### config.mk
export PLATFORM = sky130hd
export DESIGN_NAME = reset_and_irq_flag_control
export DESIGN_NICKNAME = d
export VERILOG_FILES = /design/src/reset_ctl_pkg.sv /design/src/reset_and_irq_flag_control.sv
export VERILOG_INCLUDE_DIRS = /design/src
export SDC_FILE = /design/constraint.sdc
export NUM_CORES = 1
export LEC_CHECK = 0
export BUFFER_PORTS_ARGS = -buffer_cell sky130_fd_sc_hd__buf_2
export CAP_MARGIN = 20
export CORE_UTILIZATION = 49
export DETAILED_ROUTE_END_ITERATION = 6
export HOLD_SLACK_MARGIN = 0.03
export PLACE_DENSITY = 0.77
export SLEW_MARGIN = 20
export SYNTH_ARGS = -nofsm -noshare
export SYNTH_HDL_FRONTEND = slang
export SYNTH_SLANG_ARGS = --single-unit
### constraint.sdc
create_clock -name ref_clk -period 2 [get_ports ref_clk]
set_clock_uncertainty 0.2 [all_clocks]
set_input_delay 0 -clock ref_clk [delete_from_list [all_inputs] [get_ports ref_clk]]
set_output_delay 0 -clock ref_clk [all_outputs]
set_load 0.01 [all_outputs]
### src/reset_ctl_regs.svh
// Register offsets, reset values and timing figures of the reset and flag controller.
// Assumes a 100 MHz ref_clk and a 32-bit AXI4-Lite register bus.
`ifndef RESET_CTL_REGS_SVH
`define RESET_CTL_REGS_SVH

// ****************************************************************
// Register byte offsets
// ****************************************************************
`define OFS_CTRL        8'h00
`define OFS_IRQ_ENABLE  8'h04
`define OFS_IRQ_FLAGS   8'h08
`define OFS_STATUS      8'h0C
`define OFS_PORT_DATA   8'h10
`define OFS_PORT_DIR    8'h14

// ****************************************************************
// Control register fields
// ****************************************************************
`define CTRL_GLOBAL_EN  0
`define CTRL_FSK_DATA   1
`define CTRL_FRAME_MSK  2
`define CTRL_RING_MSK   3
`define CTRL_CARR_MSK   4
`define CTRL_WIDTH      5

// ****************************************************************
// Status register fields
// ****************************************************************
`define STAT_TIMEOUT    0
`define STAT_CAUSE_LSB  1
`define STAT_OPT_EN     6
`define STAT_OPT_SEL    7

// ****************************************************************
// Reset values and bus answers
// ****************************************************************
`define PORT_RESET_VAL  8'hFF
`define PC_RESET_VAL    16'h0000
`define RESP_OKAY       2'b00
`define RESP_SLVERR     2'b10
`define IRQ_PERIPH_IDX  3

// ****************************************************************
// Timing figures in ns and derived cycle counts
// ****************************************************************
`define CLK_PERIOD_NS        10
`define RESET_EXTRA_DELAY_NS 20000
`define LOW_SUPPLY_MIN_NS    1000
`define RESET_EXTRA_CYCLES   ((`RESET_EXTRA_DELAY_NS + `CLK_PERIOD_NS - 1) / `CLK_PERIOD_NS)
`define LOW_SUPPLY_CYCLES    ((`LOW_SUPPLY_MIN_NS + `CLK_PERIOD_NS - 1) / `CLK_PERIOD_NS)

`endif

### src/reset_ctl_pkg.sv
// Types shared by the reset and flag controller.
// Assumes reset_ctl_regs.svh supplies all numeric constants.
package reset_ctl_pkg;

  // Sequencer states: held in reset, counting the start-up delay, running.
  typedef enum logic [1:0] {
    SEQ_HOLD,
    SEQ_DELAY,
    SEQ_RUN
  } seq_state_t;

  // Reset cause, five source bits, at most one set; powerOn is never set, so power-on leaves all zero.
  typedef struct packed {
    logic wdtPowerDown;
    logic wdtNormal;
    logic lowSupply;
    logic pin;
    logic powerOn;
  } reset_cause_t;

endpackage

### src/reset_and_irq_flag_control.sv
// Reset sequencer and interrupt request flag keeper with an AXI4-Lite register file.
// Assumes the pin and supply comparator are asynchronous, the core and watchdog share ref_clk.
//
// Register access over AXI4-Lite and the address map were chosen for this implementation.
`timescale 1ns/10ps
`include "reset_ctl_regs.svh"

module reset_and_irq_flag_control #(
  parameter int NUM_IRQ   = 8,
  parameter int SEL_WIDTH = 2
) (
  // Clock and power-on reset
  input  wire logic                   ref_clk,
  input  wire logic                   arst_n,
  // Reset pin, supply comparator and configuration options
  input  wire logic                   extResetPinN,
  input  wire logic                   lowSupplyDet,
  input  wire logic                   lowSupplyOptEn,
  input  wire logic [SEL_WIDTH-1:0]   lowSupplyOptSel,
  output logic      [SEL_WIDTH-1:0]   lowSupplyThreshold,
  // Core status and watchdog
  input  wire logic                   watchdogOverflow,
  input  wire logic                   powerDown,
  input  wire logic                   stackFull,
  // Reset outputs to the core
  output logic                        coreResetN,
  output logic                        runEnable,
  output logic                        pcSpClear,
  output logic                        wakeUp,
  // Interrupt events and service handshake
  input  wire logic [NUM_IRQ-1:0]     irqEvent,
  input  wire logic                   fskFrameEvent,
  input  wire logic                   ringDetectEvent,
  input  wire logic                   carrierDetectEvent,
  input  wire logic                   irqAck,
  output logic                        irqRequest,
  output logic [$clog2(NUM_IRQ)-1:0]  irqIndex,
  output logic                        pushPc,
  // Port registers
  output logic [7:0]                  portData,
  output logic [7:0]                  portDir,
  // AXI4-Lite write channels
  input  wire logic                   s_axi_awvalid,
  output logic                        s_axi_awready,
  input  wire logic [7:0]             s_axi_awaddr,
  input  wire logic                   s_axi_wvalid,
  output logic                        s_axi_wready,
  input  wire logic [31:0]            s_axi_wdata,
  input  wire logic [3:0]             s_axi_wstrb,
  output logic                        s_axi_bvalid,
  input  wire logic                   s_axi_bready,
  output logic [1:0]                  s_axi_bresp,
  // AXI4-Lite read channels
  input  wire logic                   s_axi_arvalid,
  output logic                        s_axi_arready,
  input  wire logic [7:0]             s_axi_araddr,
  output logic                        s_axi_rvalid,
  input  wire logic                   s_axi_rready,
  output logic [31:0]                 s_axi_rdata,
  output logic [1:0]                  s_axi_rresp
);

  localparam int IW = $clog2(NUM_IRQ);
  localparam logic [11:0] EXTRA_CYC = 12'(`RESET_EXTRA_CYCLES);
  localparam logic [11:0] LOW_CYC   = 12'(`LOW_SUPPLY_CYCLES);

  // ****************************************************************
  // State of the block
  // ****************************************************************
  typedef struct packed {
    logic                      pinS1;
    logic                      pinS2;
    logic                      lowS1;
    logic                      lowS2;
    logic                      optTaken;
    logic                      optEn;
    logic [SEL_WIDTH-1:0]      optSel;
    logic [11:0]               lowCnt;
    logic [11:0]               delayCnt;
    reset_ctl_pkg::seq_state_t seq;
    logic                      partial;
    reset_ctl_pkg::reset_cause_t cause;
    logic                      timeout;
    logic                      coreRstN;
    logic                      run;
    logic                      pcSp;
    logic                      wake;
    logic [`CTRL_WIDTH-1:0]    ctrl;
    logic [NUM_IRQ-1:0]        irqEn;
    logic [NUM_IRQ-1:0]        flags;
    logic                      req;
    logic [IW-1:0]             idx;
    logic                      push;
    logic [7:0]                pData;
    logic [7:0]                pDir;
    logic                      awHeld;
    logic [7:0]                awAddr;
    logic                      wHeld;
    logic [31:0]               wData;
    logic [3:0]                wStrb;
    logic                      bValid;
    logic [1:0]                bResp;
    logic                      rValid;
    logic [31:0]               rData;
    logic [1:0]                rResp;
  } state_t;

  state_t st_r;
  state_t st_nxt;

  // Reset value of the whole state record.
  function automatic state_t resetState();
    state_t s;
    s          = '0;
    s.seq      = reset_ctl_pkg::SEQ_HOLD;
    s.cause    = '0;
    s.pData    = `PORT_RESET_VAL;
    s.pDir     = `PORT_RESET_VAL;
    return s;
  endfunction

  // Constant image of the reset state, so the reset branch loads a constant only.
  localparam state_t RESET_STATE = resetState();

  // Register read multiplexer.
  function automatic logic [31:0] readReg(input state_t s, input logic [7:0] a,
                                          output logic hit);
    logic [31:0] d;
    d   = '0;
    hit = 1'b1;
    if (a == `OFS_CTRL) begin
      d[`CTRL_WIDTH-1:0] = s.ctrl;
    end else if (a == `OFS_IRQ_ENABLE) begin
      d[NUM_IRQ-1:0] = s.irqEn;
    end else if (a == `OFS_IRQ_FLAGS) begin
      d[NUM_IRQ-1:0] = s.flags;
    end else if (a == `OFS_STATUS) begin
      d[`STAT_TIMEOUT] = s.timeout;
      d[`STAT_CAUSE_LSB +: 5] = s.cause;
      d[`STAT_OPT_EN] = s.optEn;
      d[`STAT_OPT_SEL +: SEL_WIDTH] = s.optSel;
    end else if (a == `OFS_PORT_DATA) begin
      d[7:0] = s.pData;
    end else if (a == `OFS_PORT_DIR) begin
      d[7:0] = s.pDir;
    end else begin
      hit = 1'b0;
    end
    return d;
  endfunction

  // ****************************************************************
  // Next-state logic
  // ****************************************************************
  always_comb begin
    logic              pinLow;
    logic              lowValid;
    logic              wdtNormal;
    logic              wdtPd;
    logic              fullReq;
    logic [NUM_IRQ-1:0] setVec;
    logic [NUM_IRQ-1:0] clrVec;
    logic [NUM_IRQ-1:0] live;
    logic              hit;
    logic [31:0]       rd;
    pinLow    = 1'b0;
    lowValid  = 1'b0;
    wdtNormal = 1'b0;
    wdtPd     = 1'b0;
    fullReq   = 1'b0;
    setVec    = '0;
    clrVec    = '0;
    live      = '0;
    hit       = 1'b0;
    rd        = '0;
    st_nxt    = st_r;

    // Two-stage synchronisers for the pin and the comparator.
    st_nxt.pinS1 = extResetPinN;
    st_nxt.pinS2 = st_r.pinS1;
    st_nxt.lowS1 = lowSupplyDet;
    st_nxt.lowS2 = st_r.lowS1;

    // Configuration options are caught once after reset release.
    if (!st_r.optTaken) begin
      st_nxt.optTaken = 1'b1;
      st_nxt.optEn    = lowSupplyOptEn;
      st_nxt.optSel   = lowSupplyOptSel;
    end

    // Low supply must persist past the minimum before it counts.
    if (st_r.lowS2 && st_r.optEn && st_r.optTaken) begin
      if (st_r.lowCnt <= LOW_CYC) begin
        st_nxt.lowCnt = st_r.lowCnt + 12'h001;
      end
    end else begin
      st_nxt.lowCnt = '0;
    end
    lowValid  = st_r.lowCnt > LOW_CYC;
    pinLow    = !st_r.pinS2;
    wdtNormal = watchdogOverflow && !powerDown && st_r.run;
    wdtPd     = watchdogOverflow && powerDown && st_r.run;
    fullReq   = pinLow || lowValid || wdtNormal;

    // Reset sequencer.
    st_nxt.pcSp = 1'b0;
    case (st_r.seq)
      reset_ctl_pkg::SEQ_HOLD: begin
        st_nxt.coreRstN = 1'b0;
        st_nxt.run      = 1'b0;
        st_nxt.delayCnt = '0;
        if (!pinLow && !lowValid) begin
          st_nxt.seq = reset_ctl_pkg::SEQ_DELAY;
        end
      end
      reset_ctl_pkg::SEQ_DELAY: begin
        if (fullReq) begin
          st_nxt.seq      = reset_ctl_pkg::SEQ_HOLD;
          st_nxt.coreRstN = 1'b0;
          st_nxt.partial  = 1'b0;
          st_nxt.ctrl     = '0;
          st_nxt.irqEn    = '0;
          st_nxt.flags    = '0;
          st_nxt.pData    = `PORT_RESET_VAL;
          st_nxt.pDir     = `PORT_RESET_VAL;
        end else if (st_r.delayCnt >= EXTRA_CYC - 12'h001) begin
          st_nxt.seq      = reset_ctl_pkg::SEQ_RUN;
          st_nxt.coreRstN = 1'b1;
          st_nxt.run      = 1'b1;
          st_nxt.partial  = 1'b0;
        end else begin
          st_nxt.delayCnt = st_r.delayCnt + 12'h001;
        end
      end
      reset_ctl_pkg::SEQ_RUN: begin
        if (fullReq) begin
          st_nxt.seq      = reset_ctl_pkg::SEQ_HOLD;
          st_nxt.coreRstN = 1'b0;
          st_nxt.run      = 1'b0;
          st_nxt.cause    = '0;
          st_nxt.cause.pin       = pinLow;
          st_nxt.cause.lowSupply = lowValid && !pinLow;
          st_nxt.cause.wdtNormal = wdtNormal && !pinLow && !lowValid;
          if (wdtNormal) begin
            st_nxt.timeout = 1'b1;
          end
          st_nxt.ctrl  = '0;
          st_nxt.irqEn = '0;
          st_nxt.flags = '0;
          st_nxt.pData = `PORT_RESET_VAL;
          st_nxt.pDir  = `PORT_RESET_VAL;
        end else if (wdtPd) begin
          st_nxt.seq      = reset_ctl_pkg::SEQ_DELAY;
          st_nxt.run      = 1'b0;
          st_nxt.partial  = 1'b1;
          st_nxt.pcSp     = 1'b1;
          st_nxt.timeout  = 1'b1;
          st_nxt.delayCnt = '0;
          st_nxt.cause    = '0;
          st_nxt.cause.wdtPowerDown = 1'b1;
        end
      end
      default: begin
        st_nxt.seq = reset_ctl_pkg::SEQ_HOLD;
      end
    endcase

    // Interrupt flags: events set, service or software clears, set wins.
    setVec = irqEvent;
    if ((fskFrameEvent && st_r.ctrl[`CTRL_FRAME_MSK]) ||
        (ringDetectEvent && st_r.ctrl[`CTRL_RING_MSK]) ||
        (carrierDetectEvent && st_r.ctrl[`CTRL_CARR_MSK])) begin
      setVec[`IRQ_PERIPH_IDX] = setVec[`IRQ_PERIPH_IDX] || !st_r.ctrl[`CTRL_FSK_DATA];
    end
    st_nxt.push = 1'b0;
    if (irqAck && st_r.req && st_r.run) begin
      clrVec[st_r.idx] = 1'b1;
      st_nxt.ctrl[`CTRL_GLOBAL_EN] = 1'b0;
      st_nxt.push = 1'b1;
    end

    // Register writes once address and data are both held.
    if (st_r.awHeld && st_r.wHeld && !st_r.bValid) begin
      st_nxt.awHeld = 1'b0;
      st_nxt.wHeld  = 1'b0;
      st_nxt.bValid = 1'b1;
      st_nxt.bResp  = `RESP_OKAY;
      if (st_r.awAddr == `OFS_CTRL) begin
        if (st_r.wStrb[0]) st_nxt.ctrl = st_r.wData[`CTRL_WIDTH-1:0];
      end else if (st_r.awAddr == `OFS_IRQ_ENABLE) begin
        if (st_r.wStrb[0]) st_nxt.irqEn = st_r.wData[NUM_IRQ-1:0];
      end else if (st_r.awAddr == `OFS_IRQ_FLAGS) begin
        if (st_r.wStrb[0]) clrVec = clrVec | st_r.wData[NUM_IRQ-1:0];
      end else if (st_r.awAddr == `OFS_STATUS) begin
        st_nxt.bResp = `RESP_OKAY;
      end else if (st_r.awAddr == `OFS_PORT_DATA) begin
        if (st_r.wStrb[0]) st_nxt.pData = st_r.wData[7:0];
      end else if (st_r.awAddr == `OFS_PORT_DIR) begin
        if (st_r.wStrb[0]) st_nxt.pDir = st_r.wData[7:0];
      end else begin
        st_nxt.bResp = `RESP_SLVERR;
      end
    end
    if (st_r.run && !fullReq) begin
      st_nxt.flags = (st_r.flags & ~clrVec) | setVec;
    end

    // Request, priority index and wake-up from registered flags.
    live       = st_r.flags & st_r.irqEn;
    st_nxt.req = (|live) && st_r.ctrl[`CTRL_GLOBAL_EN] && !stackFull && st_r.run;
    st_nxt.idx = '0;
    for (int i = NUM_IRQ - 1; i >= 0; i--) begin
      if (live[i]) st_nxt.idx = IW'(i);
    end
    st_nxt.wake = powerDown && (|st_r.flags);

    // AXI write channel acceptance, either order.
    if (s_axi_awvalid && !st_r.awHeld) begin
      st_nxt.awHeld = 1'b1;
      st_nxt.awAddr = {s_axi_awaddr[7:2], 2'b00};
    end
    if (s_axi_wvalid && !st_r.wHeld) begin
      st_nxt.wHeld = 1'b1;
      st_nxt.wData = s_axi_wdata;
      st_nxt.wStrb = s_axi_wstrb;
    end
    if (st_r.bValid && s_axi_bready) begin
      st_nxt.bValid = 1'b0;
    end

    // AXI read channel.
    if (s_axi_arvalid && !st_r.rValid) begin
      rd = readReg(st_r, {s_axi_araddr[7:2], 2'b00}, hit);
      st_nxt.rValid = 1'b1;
      st_nxt.rData  = rd;
      st_nxt.rResp  = hit ? `RESP_OKAY : `RESP_SLVERR;
    end else if (st_r.rValid && s_axi_rready) begin
      st_nxt.rValid = 1'b0;
    end
  end

  // ****************************************************************
  // State register
  // ****************************************************************
  always_ff @(posedge ref_clk or negedge arst_n) begin
    if (!arst_n) begin
      st_r <= RESET_STATE;
    end else begin
      st_r <= st_nxt;
    end
  end

  // ****************************************************************
  // Outputs, all straight from the state record
  // ****************************************************************
  assign lowSupplyThreshold = st_r.optSel;
  assign coreResetN    = st_r.coreRstN;
  assign runEnable     = st_r.run;
  assign pcSpClear     = st_r.pcSp;
  assign wakeUp        = st_r.wake;
  assign irqRequest    = st_r.req;
  assign irqIndex      = st_r.idx;
  assign pushPc        = st_r.push;
  assign portData      = st_r.pData;
  assign portDir       = st_r.pDir;
  assign s_axi_awready = !st_r.awHeld;
  assign s_axi_wready  = !st_r.wHeld;
  assign s_axi_bvalid  = st_r.bValid;
  assign s_axi_bresp   = st_r.bResp;
  assign s_axi_arready = !st_r.rValid;
  assign s_axi_rvalid  = st_r.rValid;
  assign s_axi_rdata   = st_r.rData;
  assign s_axi_rresp   = st_r.rResp;

endmodule

==> summary.txt, run 1 <==
Timing
  – Fin crit share: 1.128
  – Slew Limit Fails: 0
  – Slew at the pin with the worst max-slew slack: 0.7615 ns
  – Max Fclk: 0.4434 GHz
  – Max_slew headroom: 0.4906
  – RSZ-0062 raised after global routing: yes
  – Final setup fails: 46
  – Post-route setup slack: -0.2552 ns
  – Fin. Hold Viols: 0
  – Min Clock Period, post-route: 2.255 ns

Worst setup path
  – Reg2reg setup slack: -0.26 ns
  – Worst Reg-to-Reg Cells: 5
  – Top delay family on crit path: simple AND/OR/NAND/NOR gates
  – Required @ worst endpoint: 2.15 ns
  – CP max-delay cell: or3b_4
  – R2R Path End: portData[6]
  – WP data arrival: 2.41 ns
  – Max incr delay on CP: 0.51 ns
  – CP endpoint kind: flop
  – Crit start category: flop
  – Crit-path max FO: 9
  – Reg-to-Reg Start: st_r[82]
  – Worst setup path class: reg -> reg
  – CP bufs+invs: 0
  – Worst path cell trace: or3_4 -> or4_4 -> or3b_4 -> nand2_8 -> o22a_1

Clocking
  – Htree depth: 4
  – Clk sink count: 115
  – CTS tree: yes
  – Clk buf depth: 2
  – CTS clk-pin slew, worst paths: 0.05 ns
  – Skew-Pair Late Insertion Delay: 0.42 ns
  – Root Driver: clkbuf_16
  – Num CTS Buffers: 17

Route
  – Met2 WL: 9731 µm
  – Mean routed wirelength per cell: 20.52 µm
  – DRT Wirelength: 19950 µm
  – DR vias: 5944
  – Number of remaining DRC errors: 0
  – Initial DRT Pass Iterations: 6
  – Post-route antenna net violation count: 0
  – WL met1: 7578 µm
  – Highest routed metal layer: met4
  – Iteration-0 DRC count of the detailed router: 606
  – Via density: 6.115
  – DR WL met3: 1727 µm

Power
  – P_leak: 0.003823 µW
  – Power density over the cells: 922.9 mW/mm²
  – Worst IR Drop VDD: 881.6 µV

Placed design
  – Placer congestion estimate: 0.9338
  – Placed cell areas: 0.007017 mm²
  – Dpl ws: -0.2742 ns
  – DP HPWL: 11770 µm
  – PortBufs: 90

Yosys
  – Simple logic cell fraction of the synthesized area: 0.1556
  – Syn_area_per_cell: 10.26 µm²
  – YS warnings: 0
  – Seq/Total Area, Yosys: 0.4756
  – Yosys cell types: 74
  – Ys flop type: dfrtp_1
  – Number of synthesized flops with an enable pin: 0
  – Asr flop ratio synth: 1.000
  – Cells after Synth: 594
  – Mapped Area: 0.006093 mm²
  – Post-synthesis adder-cell area fraction: 0.01437
  – Complex-gate fraction of the synthesized area: 0.2097
  – Mux contribution to synthesized area: 0.03984
  – Main combinational cell family by area after synthesis: compound AO/OA/AOI/OAI gates
  – Synthesized flop and latch total: 115
  – XOR/XNOR share of the synthesized area: 0.007187

Global route
  – Global-route wire length before repair: 29600 µm
  – Gr usage total: 0.3014
  – Initial antenna violation count: 0
  – Gr ovfl total: 0
  – Vias in the first global route: 5758
  – Largest net degree at the start of global routing: 49

Min path
  – Hold Path End: s_axi_rdata[1]
  – Hold depth: 5
  – Hold Crit Start: s_axi_araddr[7]
  – Hold Crit Class: in -> reg

Floorplanning
  – Core area: 0.01206 mm²
  – Die Span Y: 113.5 µm
  – Die ar.: 0.01289 mm²
  – I/O pins: 147
  – Die width: 113.5 µm
  – # rows: 40
  – Initial Util: 0.5052

Finish
  – P&R area growth vs syn: 43.61%
  – Register Area: 0.002898 mm²
  – Layout cells sized above 1: 0.4017
  – Post-route design area: 0.008751 mm²
  – Fill cell count: 787
  – Area taken by multi-input logic gates: 0.003211 mm²
  – Number of diodes: 0
  – Net count reported at finish: 877

Run
  – Max-cap violations: 0

Outcome
  – Failing checks: negative setup slack
  – Status: finished with violations
where the power goes:
part           total, µW  internal, µW  switching, µW
combinational       1840           902            941
clock               3180          2080           1100
sequential          3050          2620            427
total               8080          5610           2470
synth_stat cells, types with 4 or more instances:
library cell	instances	area (µm²)
a41oi_1	8	70.07
o21a_1	5	37.54
a21oi_1	26	130.1
o41ai_1	5	43.79
nor3b_1	8	60.06
ha_1	7	87.58
buf_4	57	427.9
and3_1	5	31.28
clkbuf_1	20	75.07
mux2i_1	4	40.04
a21o_1	5	37.54
and4_1	4	35.03
nand2_1	46	172.7
o21ai_0	27	135.1
xnor2_1	4	35.03
nand3_1	17	85.08
nor2_1	29	108.9
or3_1	4	25.02
o2bb2ai_1	6	52.55
nor3_1	9	45.04
nor4_1	8	50.05
mux2_2	18	202.7
nand4_1	8	50.05
a22oi_1	11	82.58
a31oi_1	5	31.28
o31ai_1	6	45.04
o22a_1	17	148.9
dfstp_2	16	420.4
and2_1	8	50.05
inv_1	16	60.06
nor2b_1	9	56.30
dfrtp_1	99	2477
a22o_1	15	131.4
flip-flops by register name, indices dropped and copies added (netlist names), 2 cells and up:
| signal | flops |
|---|---|
| portDir | 8 |
| st_nxt | 2 |
| lowSupplyThreshold | 2 |
| st_r | 73 |
| portData | 8 |
| irqIndex | 3 |
| s_axi_rdata | 9 |
cell families after synthesis:
logic type | count (synthesis)
XOR/XNOR | 5
AND/OR/NAND/NOR | 174
flip-flops | 115
buffers and inverters | 97
adder cells (fa/ha/maj) | 7
AO/OA/AOI/OAI | 172
other | 2
multiplexers | 22
worst reg2reg max path: cells and delay by family (launching register included):
family          cells  cell delay, ns
compound gates      1            0.15
flops               1            0.38
simple gates        4            1.46
how the worst max path moves through the flow:
| stage | start | end | cells past startpoint |
|---|---|---|---|
| 5_1_grt | st_r[82] | st_r[121] | 6 |
| 6_report | st_r[82] | portData[6] | 5 |
| 2_1_floorplan | s_axi_bvalid | portData[0] | 5 |
| 3_5_place_dp | st_r[82] | portData[6] | 6 |
| 3_3_place_gp | st_r[82] | portData[2] | 6 |
| 4_1_cts | st_r[82] | portData[6] | 6 |
placed cells by master (no fill, tap or decap), types with 16 or more instances in the layout:
cell type	netlist	layout
o21ai_0	27	23
mux2_2	18	17
a21oi_1	26	20
buf_2	2	89
nand2_1	46	42
o22a_1	17	17
clkbuf_16	0	17
dfrtp_1	99	99
conb_1	2	26
dfstp_2	16	16
nor2_1	29	25
buf_4	57	74
buf_6	1	17
dlygate4sd3_1	0	53
metal layers:
metal	global-route usage	vias to the layer above
li1	-	2535
met1	0.3749	2926
met2	0.4976	400
met3	0.06961	83
met4	0.1439	0
met5	0	-
cell type report:
cell class	count	share of cell area
Sequential cell	115	0.3311
Clock buffer	23	0.05576
Timing Repair Buffer	235	0.2009
Tap cell	168	0.02402
Clock inverter	9	0.01444
Multi-Input combinational cell	406	0.3669
Inverter	16	0.006863
per-stage QoR:
step | instances | hold slack [ns] | setup TNS [ns] | utilization | power [µW]
6_report | 972 | 0.03082 | -6.634 | 0.7255 | 8076
4_1_cts | 964 | 0.05330 | -4.443 | 0.6998 | 7853
3_3_place_gp | 867 | -0.2846 | -5.942 | 0.5817 | 4456
2_1_floorplan | 618 | -0.4956 | -3.508 | - | 3848
3_5_place_dp | 867 | -0.2840 | -8.271 | 0.5817 | 4514
5_1_grt | 972 | 0.04167 | -9.404 | 0.7255 | 8350
repair_timing:
item / in CTS / in global routing
setup buffers: 13 / 13
pin swaps: 14 / 35
hold buffers: 53 / 0
endpoints found under the hold margin: 166 / 0
gates resized for setup: 41 / 53
endpoints found under the setup margin: 61 / 56
Power figures use the tool's default switching activity.
==> run 2, diff against run 1 <==
PLACE_DENSITY = unset   (was 0.77)
PLACE_DENSITY_LB_ADDON = 0.1   (was unset)
==> summary.txt, run 2 (synthesized netlist as in run 1, its figures left out) <==
Finish
  – Fill cell count: 842 (+7.0%)
  – Commonest non-fill, non-tap cells in the layout: 99 x dfrtp_1, 89 x buf_2, 62 x buf_4
  – Register Area: 0.002898 mm² (unchanged)
  – Biggest register: st_r
  – Fin util: 0.7295 (+0.003942)
  – Area taken by multi-input logic gates: 0.003284 mm² (+2.3%)
  – Net count reported at finish: 868 (-1.0%)
  – Layout cells sized above 1: 0.4025 (+0.0007744)
  – Max reg flops: 73 (unchanged)
  – Number of diodes: 0 (unchanged)
  – P&R area growth vs syn: 44.39%
  – Commonest non-fill, non-tap cell in the layout: dfrtp_1
  – Post-Layout Cell Count: 963 (-0.93%)

Outcome
  – Status: finished with violations
  – Failing checks: negative setup slack

Clocking
  – CTS clk-pin slew, worst paths: 0.06 ns (about the same)
  – Clk sink count: 115 (unchanged)
  – Skew-Pair Late Insertion Delay: 0.42 ns (about the same)
  – Root Driver: clkbuf_16
  – Num CTS Buffers: 17 (unchanged)
  – Clk buf depth: 2 (unchanged)
  – CTS tree: yes
  – Htree depth: 4 (unchanged)

Route
  – DRT Wirelength: 18740 µm (-6.0%)
  – Via density: 5.828 (-4.7%)
  – Number of remaining DRC errors: 0 (unchanged)
  – Initial DRT Pass Iterations: 5 (-1)
  – Iteration-0 DRC count of the detailed router: 479 (-21%)
  – DR vias: 5612 (-5.6%)
  – Post-route antenna net violation count: 0 (unchanged)
  – Mean routed wirelength per cell: 19.46 µm (-5.2%)

Global route
  – Met3 Use GR: 0.07970 (+0.01010)
  – Gr usage total: 0.2935 (-0.007981)
  – GR peak layer: met2
  – Global-route wire length before repair: 28720 µm (-3.0%)
  – Gr ovfl total: 0 (unchanged)
  – Met1 GRT Util: 0.3826 (+0.007700)
  – GR Layer Usage met2: 0.4707 (-0.02683)
  – Initial antenna violation count: 0 (unchanged)
  – Largest net degree at the start of global routing: 67 (+37%)
  – Vias in the first global route: 5478 (-4.9%)

Timing
  – Min Clock Period, post-route: 2.219 ns (-0.03658 ns)
  – RSZ-0062 raised after global routing: yes
  – Slew Limit Fails: 0 (unchanged)
  – Final setup fails: 41 (-11%)
  – Slew at the pin with the worst max-slew slack: 0.5250 ns (-0.2365 ns)
  – Post-route setup slack: -0.2186 ns (+0.03658 ns)
  – Fin crit share: 1.109 (-0.01829)
  – Max Fclk: 0.4507 GHz (+1.6%)
  – Fin. Hold Viols: 0 (unchanged)
  – Max_slew headroom: 0.6493 (+0.1586)

Worst setup path
  – Reg2reg setup slack: -0.22 ns (+0.04 ns)
  – Required @ worst endpoint: 2.15 ns (about the same)
  – CP endpoint kind: flop
  – R2R Path End: portData[3]
  – Crit start category: flop
  – Worst Reg-to-Reg Cells: 5 (unchanged)
  – Crit-path max FO: 9 (unchanged)
  – Reg-to-Reg Start: st_r[82]
  – Worst setup path class: reg -> reg
  – WP data arrival: 2.37 ns (-0.04 ns)

Floorplanning
  – I/O pins: 147 (unchanged)
  – Die Span Y: 113.5 µm (unchanged)
  – Initial Util: 0.5052 (unchanged)
  – Die width: 113.5 µm (unchanged)
  – Die ar.: 0.01289 mm² (unchanged)
  – # rows: 40 (unchanged)
  – Core area: 0.01206 mm² (unchanged)

Min path
  – Hold Crit Class: in -> reg
  – Hold Crit Start: lowSupplyDet
  – Hold Path End: st_nxt[167]
  – Hold depth: 2 (-3)

Placed design
  – PortBufs: 90 (unchanged)
  – Dpl cells: 866 (-0.12%)
  – Placer congestion estimate: 0.8888 (-4.8%)
  – DP HPWL: 11930 µm (+1.4%)

Power
  – P_leak: 0.003797 µW (-0.67%)
  – Power density over the cells: 911.4 mW/mm² (-1.3%)
  – Worst IR Drop VDD: 1046 µV (+19%)

Run
  – Max-cap violations: 0 (unchanged)
==> run 2: what timing repair did <==
item | 4_1_cts | 5_1_grt
gates resized for setup | 49 | 66
cloned | 1 | 1
endpoints found under the hold margin | 167 | 0
setup buffers | 6 | 11
endpoints found under the setup margin | 62 | 61
pin swaps | 29 | 25
hold buffers | 51 | 0
==> run 2: metrics by stage <==
stage / power [µW] / cell area, µm² / setup slack (ns) / hold WS [ns] / TNS (ns)
after detailed placement: 4481 / 7022 / -0.2610 / -0.1782 / -7.629
after global placement: 4432 / 7022 / -0.2329 / -0.1833 / -5.364
after floorplan: 3848 / 6364 / -0.2010 / -0.4956 / -3.508
final: 8019 / 8798 / -0.2186 / 0.05950 / -4.814
after CTS: 7907 / 8442 / -0.2323 / 0.03117 / -4.490
after global routing: 8310 / 8798 / -0.2463 / 0.06061 / -6.769
==> run 2: final cells by class <==
| cell class | instances | share of cell area |
|---|---|---|
| Inverter | 16 | 0.006826 |
| Clock buffer | 23 | 0.05319 |
| Sequential cell | 115 | 0.3294 |
| Timing Repair Buffer | 226 | 0.1961 |
| Clock inverter | 9 | 0.01735 |
| Tap cell | 168 | 0.02389 |
| Multi-Input combinational cell | 406 | 0.3733 |
==> run 2: layer usage <==
layer	vias up	wire, µm
met3	44	1202
met5	-	0
met4	0	441
li1	2511	-
met1	2807	7979
met2	250	9119
==> run 2: worst max-delay path by stage <==
stage,start,end,slack [ns],depth (start not counted)
after floorplan,s_axi_bvalid,portData[0],-0.20,5
after global placement,st_r[82],portData[7],-0.23,6
after detailed placement,st_r[82],portData[3],-0.26,6
after CTS,st_r[82],portData[3],-0.23,6
after global routing,st_r[82],portData[5],-0.25,5
final,st_r[82],portData[3],-0.22,5
==> run 2: critical path, cell delays in order (launching register included) <==
cell and delay (ns):
dfrtp_1 0.37, or3_4 0.38, or4_4 0.45, or3b_4 0.48
nand2_8 0.13, o22a_1 0.15
==> run 2: report_power, final <==
part / leakage (µW) / internal (µW) / switching, µW
Sequential: 0.00146 / 2620 / 406
Clock: 0.000293 / 2150 / 1070
Combinational: 0.00204 / 860 / 910
Total: 0.00380 / 5630 / 2390
==> run 3, diff against run 2 <==
CORE_ASPECT_RATIO = 1.25   (was unset)
SETUP_SLACK_MARGIN = 0.5   (was unset)
==> summary.txt, run 3 (synthesized netlist as in run 1, its figures left out) <==
Timing
  – Fin. Hold Viols: 36 (+36)
  – Hold slack final: -0.09313 ns (-0.1526 ns)
  – Slew Limit Fails: 0 (unchanged)
  – Post-route setup slack: -0.2303 ns (-0.01162 ns)
  – Max Fclk: 0.4484 GHz (-0.52%)
  – Final setup fails: 53 (+29%)
  – Fin crit share: 1.115 (+0.005812)
  – RSZ-0062 raised after global routing: yes
  – TNS Setup: -5.865 ns (-1.051 ns)
  – Min Clock Period, post-route: 2.230 ns (+0.01162 ns)

Route
  – Post-route antenna net violation count: 0 (unchanged)
  – Initial DRT Pass Iterations: 7 (+2)
  – Via density: 5.759 (-1.2%)
  – DR vias: 5598 (-0.25%)
  – Number of remaining DRC errors: 5 (+5)
  – Iteration-0 DRC count of the detailed router: 220 (-54%)
  – Mean routed wirelength per cell: 19.40 µm (-0.31%)
  – DRT Wirelength: 18860 µm (+0.62%)

Worst setup path
  – Worst path cell trace: or3_4 -> or4_4 -> or3b_4 -> buf_8 -> nand2_8 -> o22a_1
  – CP max-delay cell: or4_4
  – R2R Path End: portData[6]
  – Crit. Startpoint: st_r[82]
  – CP endpoint: portData[6]
  – Max incr delay on CP: 0.43 ns (-0.05 ns)
  – CP bufs+invs: 1 (+1)
  – Crit start category: flop
  – Crit-path max FO: 9 (unchanged)
  – Required @ worst endpoint: 2.14 ns (about the same)
  – Reg2reg setup slack: -0.23 ns (about the same)
  – Worst setup path class: reg -> reg
  – WP data arrival: 2.37 ns (about the same)
  – Top delay family on crit path: simple AND/OR/NAND/NOR gates
  – Reg-to-Reg Start: st_r[82]
  – Levels on crit path: 6 (+1)
  – CP endpoint kind: flop
  – Worst Reg-to-Reg Cells: 6 (+1)

Global route
  – Vias in the first global route: 5814 (+6.1%)
  – Global-route wire length before repair: 28900 µm (+0.63%)
  – Gr usage total: 0.2971 (+0.003662)
  – Gr ovfl total: 0 (unchanged)
  – Initial antenna violation count: 0 (unchanged)
  – Largest net degree at the start of global routing: 58 (-13%)

Power
  – Comb pwr share: 0.239 (+0.018)
  – Sequential share of power: 0.377 (about the same)
  – Worst IR Drop VDD: 595.4 µV (-43%)
  – P_sw: 2390 µW (about the same)
  – Internal power: 5558 µW (-1.2%)
  – Power share of the clock group: 0.384 (-0.018)
  – Sw Ratio: 0.3007 (+0.002553)
  – P_leak: 0.003940 µW (+3.8%)
  – Final Power: 7948 µW (-0.88%)
  – Power density over the cells: 877.2 mW/mm² (-3.7%)

Clocking
  – Clk sink count: 115 (unchanged)
  – Cts-stage hold buffer count: 51 (unchanged)
  – Num CTS Buffers: 17 (unchanged)
  – Skew-Pair Late Insertion Delay: 0.41 ns (about the same)
  – Clk buf depth: 2 (unchanged)
  – Root Driver: clkbuf_16
  – CTS tree: yes
  – CTS clk-pin slew, worst paths: 0.06 ns (about the same)
  – Htree depth: 4 (unchanged)

Outcome
  – Status: finished with violations
  – Failing checks: design-rule violations, negative hold slack, negative setup slack

Placed design
  – Placer congestion estimate: 0.8883 (about the same)
  – PortBufs: 90 (unchanged)
  – DP HPWL: 12350 µm (+3.6%)
  – Placed cell areas: 0.007191 mm² (+2.4%)

Finish
  – Max reg flops: 73 (unchanged)
  – P&R area growth vs syn: 48.69%
  – Layout cells sized above 1: 0.4468 (+0.04427)
  – Commonest non-fill, non-tap cells in the layout: 95 x dfrtp_1, 89 x buf_2, 64 x buf_4
  – Net count reported at finish: 881 (+1.5%)
  – Post-route design area: 0.009060 mm² (+3.0%)
  – Commonest non-fill, non-tap cell in the layout: dfrtp_1
  – Number of diodes: 0 (unchanged)
  – Biggest register: st_r

Floorplanning
  – # rows: 45 (+13%)
  – Die Span Y: 126.7 µm (+12%)
  – Die width: 101.7 µm (-10%)
  – Initial Util: 0.5010 (-0.004158)
  – Core area: 0.01216 mm² (+0.83%)
  – Die ar.: 0.01289 mm² (about the same)
  – I/O pins: 147 (unchanged)

Run
  – Max-cap violations: 0 (unchanged)

Min path
  – Hold Crit Class: in -> async
## run 3: area by class of cell
| type | instances | area, µm² |
|---|---|---|
| multi-input cells | 406 | 3416 |
| inverters | 16 | 60.06 |
| flip-flops and latches | 115 | 2903 |
| clock buffers | 22 | 464.2 |
| fillers | 836 | 3102 |
| repair buffers | 239 | 1879 |
| well taps | 164 | 205.2 |
| clock inverters | 10 | 132.6 |
## run 3: per-stage QoR
stage	instances	worst slack [ns]	utilization	hold slack, ns
2_1_floorplan	618	-0.2010	-	-0.4956
4_1_cts	962	-0.2348	0.7193	-0.1233
3_3_place_gp	863	-0.2247	0.5913	-0.2134
5_1_grt	972	-0.2973	0.7450	-0.05930
3_5_place_dp	863	-0.2583	0.5913	-0.2039
6_report	972	-0.2303	0.7450	-0.09313
## run 3: what timing repair did
action | 4_1_cts | 5_1_grt
pin swaps | 40 | 25
cloned | 2 | 0
endpoints found under the hold margin | 153 | 39
endpoints found under the setup margin | 72 | 84
buffers inserted | 14 | 10
gates resized for setup | 77 | 54
## run 3: worst min path at each step
stage	from	endpoint	slack, ns	cells after the start
2_1_floorplan	arst_n	coreResetN	-0.50	0
3_3_place_gp	arst_n	st_r[47]	-0.21	1
3_5_place_dp	arst_n	st_r[43]	-0.20	1
4_1_cts	s_axi_araddr[2]	s_axi_rdata[1]	-0.12	4
5_1_grt	s_axi_araddr[2]	s_axi_rdata[1]	-0.06	4
6_report	arst_n	st_r[46]	-0.09	2
## run 3: per-layer routing
| layer | GRT usage | wire, µm | up-vias |
|---|---|---|---|
| li1 | - | - | 2527 |
| met1 | 0.3386 | 7243 | 2803 |
| met2 | 0.5286 | 9995 | 209 |
| met3 | 0.05675 | 896 | 59 |
| met4 | 0.1373 | 724 | 0 |
| met5 | 0 | 0 | - |
## run 3: power groups by stage
| stage | Sequential, µW | Clock [µW] | Combinational [µW] |
|---|---|---|---|
| 6_report | 2990 | 3060 | 1900 |
| 5_1_grt | 3010 | 3190 | 2050 |
| 4_1_cts | 2970 | 3100 | 1770 |
| 3_5_place_dp | 3000 | 0 | 1550 |
| 3_3_place_gp | 3000 | 0 | 1510 |
| 2_1_floorplan | 2880 | 0 | 1010 |
